[src/shared/tmr3_pkg.sv]
package tmr3_pkg;
  localparam int AXI_AW = 12;
  localparam int PRESC_W = 7;
  // register indices; the byte address is four times the index
  localparam logic [7:0] IDX_GIE  = 8'hc0;
  localparam logic [7:0] IDX_CNT  = 8'hca;
  localparam logic [7:0] IDX_CTL  = 8'hcb;
  localparam logic [7:0] IDX_CCTL = 8'hcc;
  localparam logic [7:0] IDX_CC0  = 8'hcd;
  // control register fields
  localparam int CTL_DIV_LSB = 5;
  localparam int CTL_START   = 4;
  localparam int CTL_OVF_MASK = 3;
  localparam int CTL_CLEAR   = 2;
  localparam int CTL_MODE_LSB = 0;
  // channel control fields and global enable bit
  localparam int CCTL_MASK    = 6;
  localparam int CCTL_ACT_LSB = 3;
  localparam int CCTL_EN      = 2;
  localparam int CCTL_RSV_LSB = 0;
  localparam int GIE_EN       = 0;
  // reset values, counter limits and bus response codes
  localparam logic [2:0] DIV_RST   = 3'h0;
  localparam logic       OVF_MASK_RST = 1'b1;
  localparam logic       CH_MASK_RST  = 1'b1;
  localparam logic [7:0] CC0_RST   = 8'h00;
  localparam logic [7:0] CNT_RST   = 8'h00;
  localparam logic [7:0] CNT_TOP   = 8'hff;
  localparam logic [7:0] CNT_ZERO  = 8'h00;
  localparam logic [1:0] RESP_OKAY   = 2'h0;
  localparam logic [1:0] RESP_SLVERR = 2'h2;
  typedef enum logic [1:0] {
    TMR3_FREE   = 2'h0,
    TMR3_DOWN   = 2'h1,
    TMR3_MODULO = 2'h2,
    TMR3_UPDOWN = 2'h3
  } tmr3_mode_type;
  typedef enum logic [2:0] {
    TMR3_ACT_SET     = 3'h0,
    TMR3_ACT_CLEAR   = 3'h1,
    TMR3_ACT_TGL     = 3'h2,
    TMR3_ACT_UPSET   = 3'h3,
    TMR3_ACT_UPCLR   = 3'h4,
    TMR3_ACT_SET_TOP = 3'h5,
    TMR3_ACT_CLEAR_ZERO = 3'h6,
    TMR3_ACT_NONE    = 3'h7
  } tmr3_act_type;
endpackage

[src/shared/tmr3_presc_if.sv]
`timescale 1ns/10ps
interface tmr3_presc_if;
  logic       tick;
  logic [2:0] div;
  logic       active_edge;
  modport core  (output tick, output div, input active_edge);
  modport presc (input tick, input div, output active_edge);
endinterface

[src/core/tmr3_presc.sv]
`timescale 1ns/10ps
module tmr3_presc
  import tmr3_pkg::*;
(
  input  wire logic   i_core_clk,
  input  wire logic   i_rstn,
  tmr3_presc_if.presc bus
);
  typedef struct packed {
    logic [PRESC_W-1:0] cnt;
    logic               active_edge;
  } tmr3_presc_type;

  tmr3_presc_type     q;
  tmr3_presc_type     d;
  logic [PRESC_W-1:0] mask;

  // mask follows the divider at once, no wait for a boundary
  always_comb begin
    mask = PRESC_W'((8'h01 << bus.div) - 8'h01);
    d = q;
    d.active_edge = bus.tick && ((q.cnt & mask) == mask);
    if (bus.tick) begin
      d.cnt = q.cnt + PRESC_W'(1);
    end
    if (!i_rstn) begin
      d = '0;
    end
  end

  always_ff @(posedge i_core_clk) begin
    q <= d;
  end

  assign bus.active_edge = q.active_edge;

  div_max_rate_a: assert property (@(posedge i_core_clk) disable iff (!i_rstn)
    (bus.active_edge && $past(bus.div) == 3'h7) |-> $past(q.cnt) == 7'h7f)
    else $error("divide by 128 edge off phase");
  div_one_rate_a: assert property (@(posedge i_core_clk) disable iff (!i_rstn)
    (bus.tick && bus.div == 3'h0) |=> bus.active_edge)
    else $error("divide by 1 missed a tick");
endmodule

[src/core/tmr3_top.sv]
`timescale 1ns/10ps
// Function
// - active counter edge is tick divided by two to the divider field power
// - divider changes take effect immediately on the edge rate
// - writing one to the clear bit forces the counter to zero
// - clear bit is write-one only and always reads zero
// - mode 00 counts zero to 0xff and wraps forever
// - mode 01 counts down once from compare value to zero
// - mode 10 counts up to compare value then restarts at zero
// - mode 11 counts up to compare value then back down, repeating
// - channel interrupt mask at bit 6, resets to one, enables compare irq
// - on match action codes set, clear or toggle the channel output
// - codes 011/100 act on upward compare and zero, or downward compare
// - code 101 sets on compare and clears at 0xff
// - code 110 clears on compare and sets at zero; 111 unused
// - output actions only while compare enable bit is one; resets zero
// - eight bit compare value, resets zero, also sets period or reload
// - start bit one runs the counter, zero holds its value
// - overflow irq only when overflow mask and global enable are one
// - counter value readable in a read only register, resets zero
// - compare mode drives the pin and applies actions glitch free
module tmr3_top
  import tmr3_pkg::*;
(
  input  wire logic              i_core_clk,
  input  wire logic              i_rstn,
  input  wire logic              i_timer_tick,
  input  wire logic [AXI_AW-1:0] i_s_axi_awaddr,
  input  wire logic              i_s_axi_awvalid,
  output wire logic              o_s_axi_awready,
  input  wire logic [31:0]       i_s_axi_wdata,
  input  wire logic [3:0]        i_s_axi_wstrb,
  input  wire logic              i_s_axi_wvalid,
  output wire logic              o_s_axi_wready,
  output wire logic [1:0]        o_s_axi_bresp,
  output wire logic              o_s_axi_bvalid,
  input  wire logic              i_s_axi_bready,
  input  wire logic [AXI_AW-1:0] i_s_axi_araddr,
  input  wire logic              i_s_axi_arvalid,
  output wire logic              o_s_axi_arready,
  output wire logic [31:0]       o_s_axi_rdata,
  output wire logic [1:0]        o_s_axi_rresp,
  output wire logic              o_s_axi_rvalid,
  input  wire logic              i_s_axi_rready,
  output wire logic              o_ch0_out,
  output wire logic              o_ch0_oe,
  output wire logic              o_ovf_irq,
  output wire logic              o_ch0_irq
);
  typedef struct packed {
    logic [2:0]        div;
    logic              start;
    logic              ovf_mask;
    tmr3_mode_type     mode;
    logic              ch_mask;
    tmr3_act_type      action;
    logic              cmp_en;
    logic [1:0]        rsv;
    logic [7:0]        cc0;
    logic              glob_en;
    logic [7:0]        cnt;
    logic              dir_down;
    logic              pin;
    logic              oe;
    logic              ovf_irq;
    logic              ch_irq;
    logic              awready;
    logic              wready;
    logic              aw_have;
    logic              w_have;
    logic [AXI_AW-1:0] awaddr;
    logic [7:0]        wdata;
    logic              wlane;
    logic              bvalid;
    logic [1:0]        bresp;
    logic              arready;
    logic              rvalid;
    logic [7:0]        rdata;
    logic [1:0]        rresp;
  } tmr3_state_type;

  tmr3_state_type q;
  tmr3_state_type d;
  logic           run;
  logic           match;
  logic           zero;
  logic           cmp_up;
  logic           ovf_evt;
  logic           ch_evt;
  logic           do_wr;
  logic           wr_ctl;
  logic           rd_ctl;
  logic           arr_match;
  logic           arr_zero;
  logic           arr_back;

  tmr3_presc_if pif ();

  assign pif.tick = i_timer_tick;
  assign pif.div  = q.div;

  tmr3_presc u_presc (
    .i_core_clk (i_core_clk),
    .i_rstn     (i_rstn),
    .bus        (pif)
  );

  function automatic logic hit(input logic [AXI_AW-1:0] addr, input logic [7:0] idx);
    hit = (addr[AXI_AW-1:2] == {2'h0, idx});
  endfunction

  always_comb begin
    d       = q;
    run     = pif.active_edge && q.start;
    match   = (q.cnt == q.cc0);
    zero    = (q.cnt == CNT_ZERO);
    cmp_up  = !q.dir_down && (q.mode != TMR3_DOWN);
    ovf_evt = 1'b0;
    ch_evt  = 1'b0;
    do_wr   = 1'b0;
    wr_ctl  = 1'b0;
    rd_ctl  = 1'b0;
    arr_match = 1'b0;
    arr_zero  = 1'b0;
    arr_back  = 1'b0;
    if (run) begin
      case (q.mode)
        TMR3_FREE: begin
          ovf_evt = (q.cnt == CNT_TOP);
          d.cnt   = q.cnt + 8'h01;
        end
        TMR3_DOWN: begin
          // single pass: parks at zero until restarted
          if (!zero) begin
            d.cnt   = q.cnt - 8'h01;
            ovf_evt = (q.cnt == 8'h01);
          end
        end
        TMR3_MODULO: begin
          if (match) begin
            d.cnt   = CNT_ZERO;
            ovf_evt = 1'b1;
          end else begin
            d.cnt = q.cnt + 8'h01;
          end
        end
        TMR3_UPDOWN: begin
          if (!q.dir_down) begin
            if (match) begin
              d.dir_down = !zero;
              d.cnt      = zero ? CNT_ZERO : q.cnt - 8'h01;
            end else begin
              d.cnt = q.cnt + 8'h01;
            end
          end else if (zero) begin
            d.dir_down = 1'b0;
            d.cnt      = match ? CNT_ZERO : q.cnt + 8'h01;
          end else begin
            d.cnt   = q.cnt - 8'h01;
            ovf_evt = (q.cnt == 8'h01);
          end
        end
        default: begin
          d.cnt = q.cnt;
        end
      endcase
      // actions key on the value just reached, so the pin moves as the counter lands
      arr_match = (d.cnt == q.cc0);
      arr_zero  = (d.cnt == CNT_ZERO);
      arr_back  = (q.mode == TMR3_UPDOWN) ? (arr_match && q.dir_down) : arr_zero;
      // in up/down the channel event moves to the zero turnaround
      ch_evt = (q.mode == TMR3_UPDOWN) ? (q.dir_down && arr_zero) : arr_match;
      // pin only changes at a registered edge, so it cannot glitch
      if (q.cmp_en) begin
        case (q.action)
          TMR3_ACT_SET: begin
            if (arr_match) d.pin = 1'b1;
          end
          TMR3_ACT_CLEAR: begin
            if (arr_match) d.pin = 1'b0;
          end
          TMR3_ACT_TGL: begin
            if (arr_match) d.pin = !q.pin;
          end
          TMR3_ACT_UPSET: begin
            if (arr_match && cmp_up) d.pin = 1'b1;
            else if (arr_back) d.pin = 1'b0;
          end
          TMR3_ACT_UPCLR: begin
            if (arr_match && cmp_up) d.pin = 1'b0;
            else if (arr_back) d.pin = 1'b1;
          end
          TMR3_ACT_SET_TOP: begin
            if (arr_match) d.pin = 1'b1;
            else if (d.cnt == CNT_TOP) d.pin = 1'b0;
          end
          TMR3_ACT_CLEAR_ZERO: begin
            if (arr_match) d.pin = 1'b0;
            else if (arr_zero) d.pin = 1'b1;
          end
          default: begin
            d.pin = q.pin;
          end
        endcase
      end
    end
    d.ovf_irq = ovf_evt && q.ovf_mask && q.glob_en;
    d.ch_irq  = ch_evt && q.ch_mask && q.glob_en;
    d.oe      = q.cmp_en;

    // write side: address and data are taken in either order
    if (i_s_axi_awvalid && q.awready) begin
      d.aw_have = 1'b1;
      d.awaddr  = i_s_axi_awaddr;
    end
    if (i_s_axi_wvalid && q.wready) begin
      d.w_have = 1'b1;
      d.wdata  = i_s_axi_wdata[7:0];
      d.wlane  = i_s_axi_wstrb[0];
    end
    if (q.bvalid && i_s_axi_bready) begin
      d.bvalid = 1'b0;
    end
    do_wr  = d.aw_have && d.w_have && !q.bvalid;
    wr_ctl = do_wr && d.wlane && hit(d.awaddr, IDX_CTL);
    if (do_wr) begin
      d.aw_have = 1'b0;
      d.w_have  = 1'b0;
      d.bvalid  = 1'b1;
      d.bresp   = RESP_OKAY;
      if (d.wlane) begin
        if (hit(d.awaddr, IDX_CTL)) begin
          d.div      = d.wdata[CTL_DIV_LSB +: 3];
          d.start    = d.wdata[CTL_START];
          d.ovf_mask = d.wdata[CTL_OVF_MASK];
          d.mode     = tmr3_mode_type'(d.wdata[CTL_MODE_LSB +: 2]);
          // a fresh start in down mode reloads from the compare value
          if (d.wdata[CTL_START] && !q.start && d.mode == TMR3_DOWN) begin
            d.cnt      = q.cc0;
            d.dir_down = 1'b1;
          end
          if (d.wdata[CTL_CLEAR]) begin
            d.cnt      = CNT_ZERO;
            d.dir_down = (d.mode == TMR3_DOWN);
          end
        end else if (hit(d.awaddr, IDX_CCTL)) begin
          d.ch_mask = d.wdata[CCTL_MASK];
          d.action  = tmr3_act_type'(d.wdata[CCTL_ACT_LSB +: 3]);
          d.cmp_en  = d.wdata[CCTL_EN];
          d.rsv     = d.wdata[CCTL_RSV_LSB +: 2];
        end else if (hit(d.awaddr, IDX_CC0)) begin
          d.cc0 = d.wdata;
        end else if (hit(d.awaddr, IDX_GIE)) begin
          d.glob_en = d.wdata[GIE_EN];
        end
      end
      if (!(hit(d.awaddr, IDX_CTL) || hit(d.awaddr, IDX_CCTL) || hit(d.awaddr, IDX_CC0)
            || hit(d.awaddr, IDX_GIE) || hit(d.awaddr, IDX_CNT))) begin
        d.bresp = RESP_SLVERR;
      end
    end
    d.awready = !d.aw_have && !d.bvalid;
    d.wready  = !d.w_have && !d.bvalid;

    // read side: one read at a time, data held until rready
    if (q.rvalid && i_s_axi_rready) begin
      d.rvalid  = 1'b0;
      d.arready = 1'b1;
    end
    if (i_s_axi_arvalid && q.arready) begin
      d.arready = 1'b0;
      d.rvalid  = 1'b1;
      d.rresp   = RESP_OKAY;
      rd_ctl    = hit(i_s_axi_araddr, IDX_CTL);
      if (hit(i_s_axi_araddr, IDX_CNT)) begin
        d.rdata = q.cnt;
      end else if (rd_ctl) begin
        // clear bit is write-one only and always reads back zero
        d.rdata = {q.div, q.start, q.ovf_mask, 1'b0, q.mode};
      end else if (hit(i_s_axi_araddr, IDX_CCTL)) begin
        d.rdata = {1'b0, q.ch_mask, q.action, q.cmp_en, q.rsv};
      end else if (hit(i_s_axi_araddr, IDX_CC0)) begin
        d.rdata = q.cc0;
      end else if (hit(i_s_axi_araddr, IDX_GIE)) begin
        d.rdata = {7'h00, q.glob_en};
      end else begin
        d.rdata = 8'h00;
        d.rresp = RESP_SLVERR;
      end
    end

    if (!i_rstn) begin
      d          = '0;
      d.div      = DIV_RST;
      d.ovf_mask = OVF_MASK_RST;
      d.ch_mask  = CH_MASK_RST;
      d.cc0      = CC0_RST;
      d.cnt      = CNT_RST;
      d.mode     = TMR3_FREE;
      d.action   = TMR3_ACT_SET;
      d.awready  = 1'b1;
      d.wready   = 1'b1;
      d.arready  = 1'b1;
    end
  end

  always_ff @(posedge i_core_clk) begin
    q <= d;
  end

  assign o_s_axi_awready = q.awready;
  assign o_s_axi_wready  = q.wready;
  assign o_s_axi_bresp   = q.bresp;
  assign o_s_axi_bvalid  = q.bvalid;
  assign o_s_axi_arready = q.arready;
  assign o_s_axi_rdata   = {24'h000000, q.rdata};
  assign o_s_axi_rresp   = q.rresp;
  assign o_s_axi_rvalid  = q.rvalid;
  assign o_ch0_out       = q.pin;
  assign o_ch0_oe        = q.oe;
  assign o_ovf_irq       = q.ovf_irq;
  assign o_ch0_irq       = q.ch_irq;

  clear_reads_zero_a: assert property (@(posedge i_core_clk) disable iff (!i_rstn)
    (i_s_axi_arvalid && q.arready && rd_ctl) |=> (q.rvalid && q.rdata[CTL_CLEAR] == 1'b0))
    else $error("clear bit read back as one");
  clear_forces_zero_a: assert property (@(posedge i_core_clk) disable iff (!i_rstn)
    (wr_ctl && d.wdata[CTL_CLEAR]) |=> (q.cnt == CNT_ZERO))
    else $error("clear write left counter nonzero");
  free_wraps_a: assert property (@(posedge i_core_clk) disable iff (!i_rstn)
    (run && q.mode == TMR3_FREE && q.cnt == CNT_TOP && !wr_ctl) |=> (q.cnt == CNT_ZERO))
    else $error("free running counter did not wrap");
  down_parks_a: assert property (@(posedge i_core_clk) disable iff (!i_rstn)
    (q.mode == TMR3_DOWN && q.cnt == CNT_ZERO && !wr_ctl) |=> (q.cnt == CNT_ZERO))
    else $error("down mode left zero");
  modulo_restart_a: assert property (@(posedge i_core_clk) disable iff (!i_rstn)
    (run && q.mode == TMR3_MODULO && match && !wr_ctl)
      |=> (q.cnt == CNT_ZERO && o_ovf_irq == $past(q.ovf_mask && q.glob_en)))
    else $error("modulo did not restart");
  updown_turn_a: assert property (@(posedge i_core_clk) disable iff (!i_rstn)
    (run && q.mode == TMR3_UPDOWN && !q.dir_down && match && !zero && !wr_ctl)
      |=> (q.dir_down && q.cnt == $past(q.cc0) - 8'h01))
    else $error("up/down did not turn at compare value");
  halt_holds_a: assert property (@(posedge i_core_clk) disable iff (!i_rstn)
    (!q.start && !wr_ctl) |=> $stable(q.cnt))
    else $error("halted counter moved");
  ovf_gate_a: assert property (@(posedge i_core_clk) disable iff (!i_rstn)
    o_ovf_irq |-> $past(q.ovf_mask && q.glob_en))
    else $error("overflow irq without both enables");
  pin_disabled_a: assert property (@(posedge i_core_clk) disable iff (!i_rstn)
    !q.cmp_en |=> (o_ch0_out == $past(o_ch0_out)))
    else $error("pin changed with compare disabled");
  pin_set_a: assert property (@(posedge i_core_clk) disable iff (!i_rstn)
    (run && q.cmp_en && q.action == TMR3_ACT_SET && arr_match) |=> o_ch0_out)
    else $error("set action did not set pin");
endmodule

[config.mk]
export PLATFORM = sky130hd
export DESIGN_NAME = tmr3_top
export DESIGN_NICKNAME = d
export VERILOG_FILES = /design/src/shared/tmr3_pkg.sv /design/src/shared/tmr3_presc_if.sv /design/src/core/tmr3_presc.sv /design/src/core/tmr3_top.sv
export SDC_FILE = /design/constraint.sdc
export NUM_CORES = 1
export LEC_CHECK = 0
export ABC_AREA = 1
export BUFFER_PORTS_ARGS = -buffer_cell sky130_fd_sc_hd__buf_2
export CAP_MARGIN = 5
export CORE_UTILIZATION = 40
export DETAILED_ROUTE_END_ITERATION = 16
export GPL_TIMING_DRIVEN = 0
export PLACE_DENSITY = 0.63
export SLEW_MARGIN = 20
export SYNTH_ARGS = -nofsm -noshare
export SYNTH_HDL_FRONTEND = slang
export SYNTH_SLANG_ARGS = --single-unit
[constraint.sdc]
create_clock -name i_core_clk -period 4.2 [get_ports i_core_clk]
set_clock_uncertainty 0.15 [all_clocks]
set_input_delay 0.84 -clock i_core_clk [delete_from_list [all_inputs] [get_ports i_core_clk]]
set_output_delay 0.84 -clock i_core_clk [all_outputs]
set_load 0.05 [all_outputs]
==> results.toml <==
[floorplanning]
die_width_um = 114
pin_count = 113
coreArea_mm2 = 0.0122
rows = 40
die_area_mm2 = 0.0131
die_y_um = 114
start_util = 0.416

[final_layout]
regArea_mm2 = 0.00160
antenna_cells = 0
syn_to_final_growth_pct = 17.1
final_nets = 902
multi_input_area_mm2 = 0.00280
postLayoutCoreUtil = 0.487
fill_cells = 1279
drive_gt1_frac = 0.215
final_cell_area_mm2 = 0.00592

[routing]
drc = 0
drt-total-wl_um = 13600
drt_pass1_iterations = 5
avgRoutedWirePerCell_um = 13.6
avgViaCountPerCell = 4.93
ant_nets = 0
vias = 4939
drt_iter0_drc = 444

[logic_synthesis]
ys_types = 49
synth_area_leaders = "dfxtp_1, nand2_1, o21ai_0"
yosysWarningCount = 0
synth_flop_cell = "dfxtp_1"
synth_largest_area_cell = "dfxtp_1"
synth-edff-count = 0
syn_avg_cell_area_um2 = 6.86
ys_ff_latch = 80
synth_area_mm2 = 0.00506
async_flop_share = 0
synth_top_cells_by_count = "nand2_1, dfxtp_1, inv_1, nor2_1, o21ai_0"
yosys.area.top_type_share = 0.317
synth_cells = 737
synth.most_common_cell = "nand2_1"
yosysSeqAreaShare = 0.317

[power]
vdd_ir_drop_max_mv = 0.508
total_power_mw = 2.00
p_per_area_mw_per_mm2 = 337
leakagePower_nw = 2.78

[timing]
maxSlewViolCount = 0
hold_viol_final = 0
finalCriticalPeriod_ns = 2.93
tightest_slew_ns = 0.719
slew_headroom = 0.515
setup_viol = 0
fmax_mhz = 342
fin_crit_sh = 0.697
grt_setup_unrepaired = "no"
setup_tns_ns = 0

[global_routing]
grt_pass1_vias = 4381
grt_pass1_wl_um = 22300
grt_antenna_before_repair = 0
grt_max_degree = 17
grtUsageTotal = 0.221
grt_overflow = 0

[place]
dp_hpwl_um = 10600
gp_routability_congestion = 0.921
post_dp_cell_area_mm2 = 0.00564
portBuffers = 55

[critical_path]
critical_path.max_stage_delay_ns = 0.62
cp_slowest_cell = "dfxtp_1"
cp_top_family = "simple AND/OR/NAND/NOR gates"
arrival_ns = 3.06
startpoint_type = "register"
path_class = "register to register"
worst-path-max-fanout = 8
path_cells = "inv_2 -> ha_1 -> inv_1 -> nor2_4 -> nand2_8 -> inv_2 -> nor2_1 -> nand3_1 -> nand2_1 -> nand2_1 -> nor2_1 -> nand3_1 -> nand2_1 -> nand2_1 -> nand2_1 -> nand3_1 -> nand2_1 -> nand2_1 -> nor2_1"
critPathMostFrequentCell = "nand2_1"
path_buf_inv = 3
critPathRequiredTime_ns = 4.33
crit_path_end_kind = "register"

[clock_tree]
post-cts-setup-buffer-count = 0
clk_latency_ns = 0.35
clkSinkCount = 80
clockBufferDepth = 2
cts_root_buffer = "clkbuf_16"
cts-hold-fix-buffers = 0
ctsHtreeMaxLevel = 3
cts_tree = "done"
cts_buffers = 9
clk_pin_slew_ns = 0.07
ctsResizeCount = 0

[hold_path]
hold_path.class = "register to register"

[job]
drv_cap = 0

[run_status]
status = "complete, no violations"
placed cells by master (no fill, tap or decap), drive strengths merged, types with 7 or more instances in the layout:
| master | instances |
|---|---|
| a21oi | 58 |
| a31oi | 8 |
| buf | 99 |
| clkbuf | 20 |
| conb | 26 |
| dfxtp | 80 |
| inv | 95 |
| mux2i | 7 |
| nand2 | 137 |
| nand3 | 58 |
| nor2 | 83 |
| nor3 | 17 |
| o21ai | 70 |
| or2 | 13 |
| xor2 | 8 |
sequential cells by signal, summed over array words and instances (netlist names):
| signal | flops |
|---|---|
| o_ovf_irq | 1 |
| o_s_axi_bresp | 1 |
| o_ch0_oe | 1 |
| o_s_axi_arready | 1 |
| u_presc.bus.active_edge | 1 |
| pif.div | 3 |
| o_ch0_out | 1 |
| u_presc.q | 7 |
| o_s_axi_rresp | 1 |
| q | 50 |
| o_s_axi_wready | 1 |
| o_s_axi_awready | 1 |
| o_s_axi_rdata | 8 |
| o_ch0_irq | 1 |
| o_s_axi_rvalid | 1 |
| o_s_axi_bvalid | 1 |
cells by family after synthesis:
family / share of synthesized area
AND/OR/NAND/NOR: 0.308
AO/OA/AOI/OAI: 0.174
buffers and inverters: 0.148
flip-flops: 0.317
XOR/XNOR: 0.0243
multiplexers: 0.0139
adder cells (fa/ha/maj): 0.0148
other: 0.000742
power breakdown:
| part | switching [mW] | internal (mW) | leakage [nW] |
|---|---|---|---|
| Sequential | 0.0171 | 0.810 | 0.653 |
| Clock | 0.355 | 0.414 | 0.144 |
| Combinational | 0.278 | 0.125 | 1.98 |
| Total | 0.649 | 1.35 | 2.78 |
worst register-to-register path: stages, from the launching register on:
cell and delay, ns:
dfxtp_1 0.62, inv_2 0.13, ha_1 0.24, inv_1 0.12
nor2_4 0.07, nand2_8 0.10, inv_2 0.06, nor2_1 0.23
nand3_1 0.18, nand2_1 0.18, nand2_1 0.07, nor2_1 0.11
nand3_1 0.11, nand2_1 0.09, nand2_1 0.05, nand2_1 0.06
nand3_1 0.07, nand2_1 0.07, nand2_1 0.04, nor2_1 0.10
worst paths after layout:
path	start	to	slack, ns	cells after the start
hold / removal	q[63]	q[63]	0.31	2
setup / recovery	q[46]	o_ch0_out	1.27	19
hold reg to reg	q[63]	q[63]	0.31	2
setup reg to reg	q[46]	o_ch0_out	1.27	19
layout make-up:
type / count / share of cell area
clock buffers: 9 / 0.0380
multi-input cells: 535 / 0.473
well taps: 168 / 0.0355
repair buffers: 55 / 0.0465
plain buffers: 55 / 0.0680
flip-flops and latches: 80 / 0.270
clock inverters: 7 / 0.0106
inverters: 92 / 0.0585
per-layer routing:
metal / part of all wire / vias up / GRT usage
li1: - / 2559 / -
met1: 0.47 / 2199 / 0.294
met2: 0.46 / 164 / 0.368
met3: 0.058 / 17 / 0.0344
met4: 0.014 / 0 / 0.0658
met5: 0 / - / 0
metrics by stage:
step                hold slack [ns]  setup WS (ns)  std cells
finish                        0.312           1.27       1001
global route                  0.349           1.00       1001
CTS                           0.304           1.29       1001
detailed placement            0.294          0.998        985
global placement              0.292          0.998        985
floorplan                     0.267           1.50        762
Power figures use the tool's default switching activity.
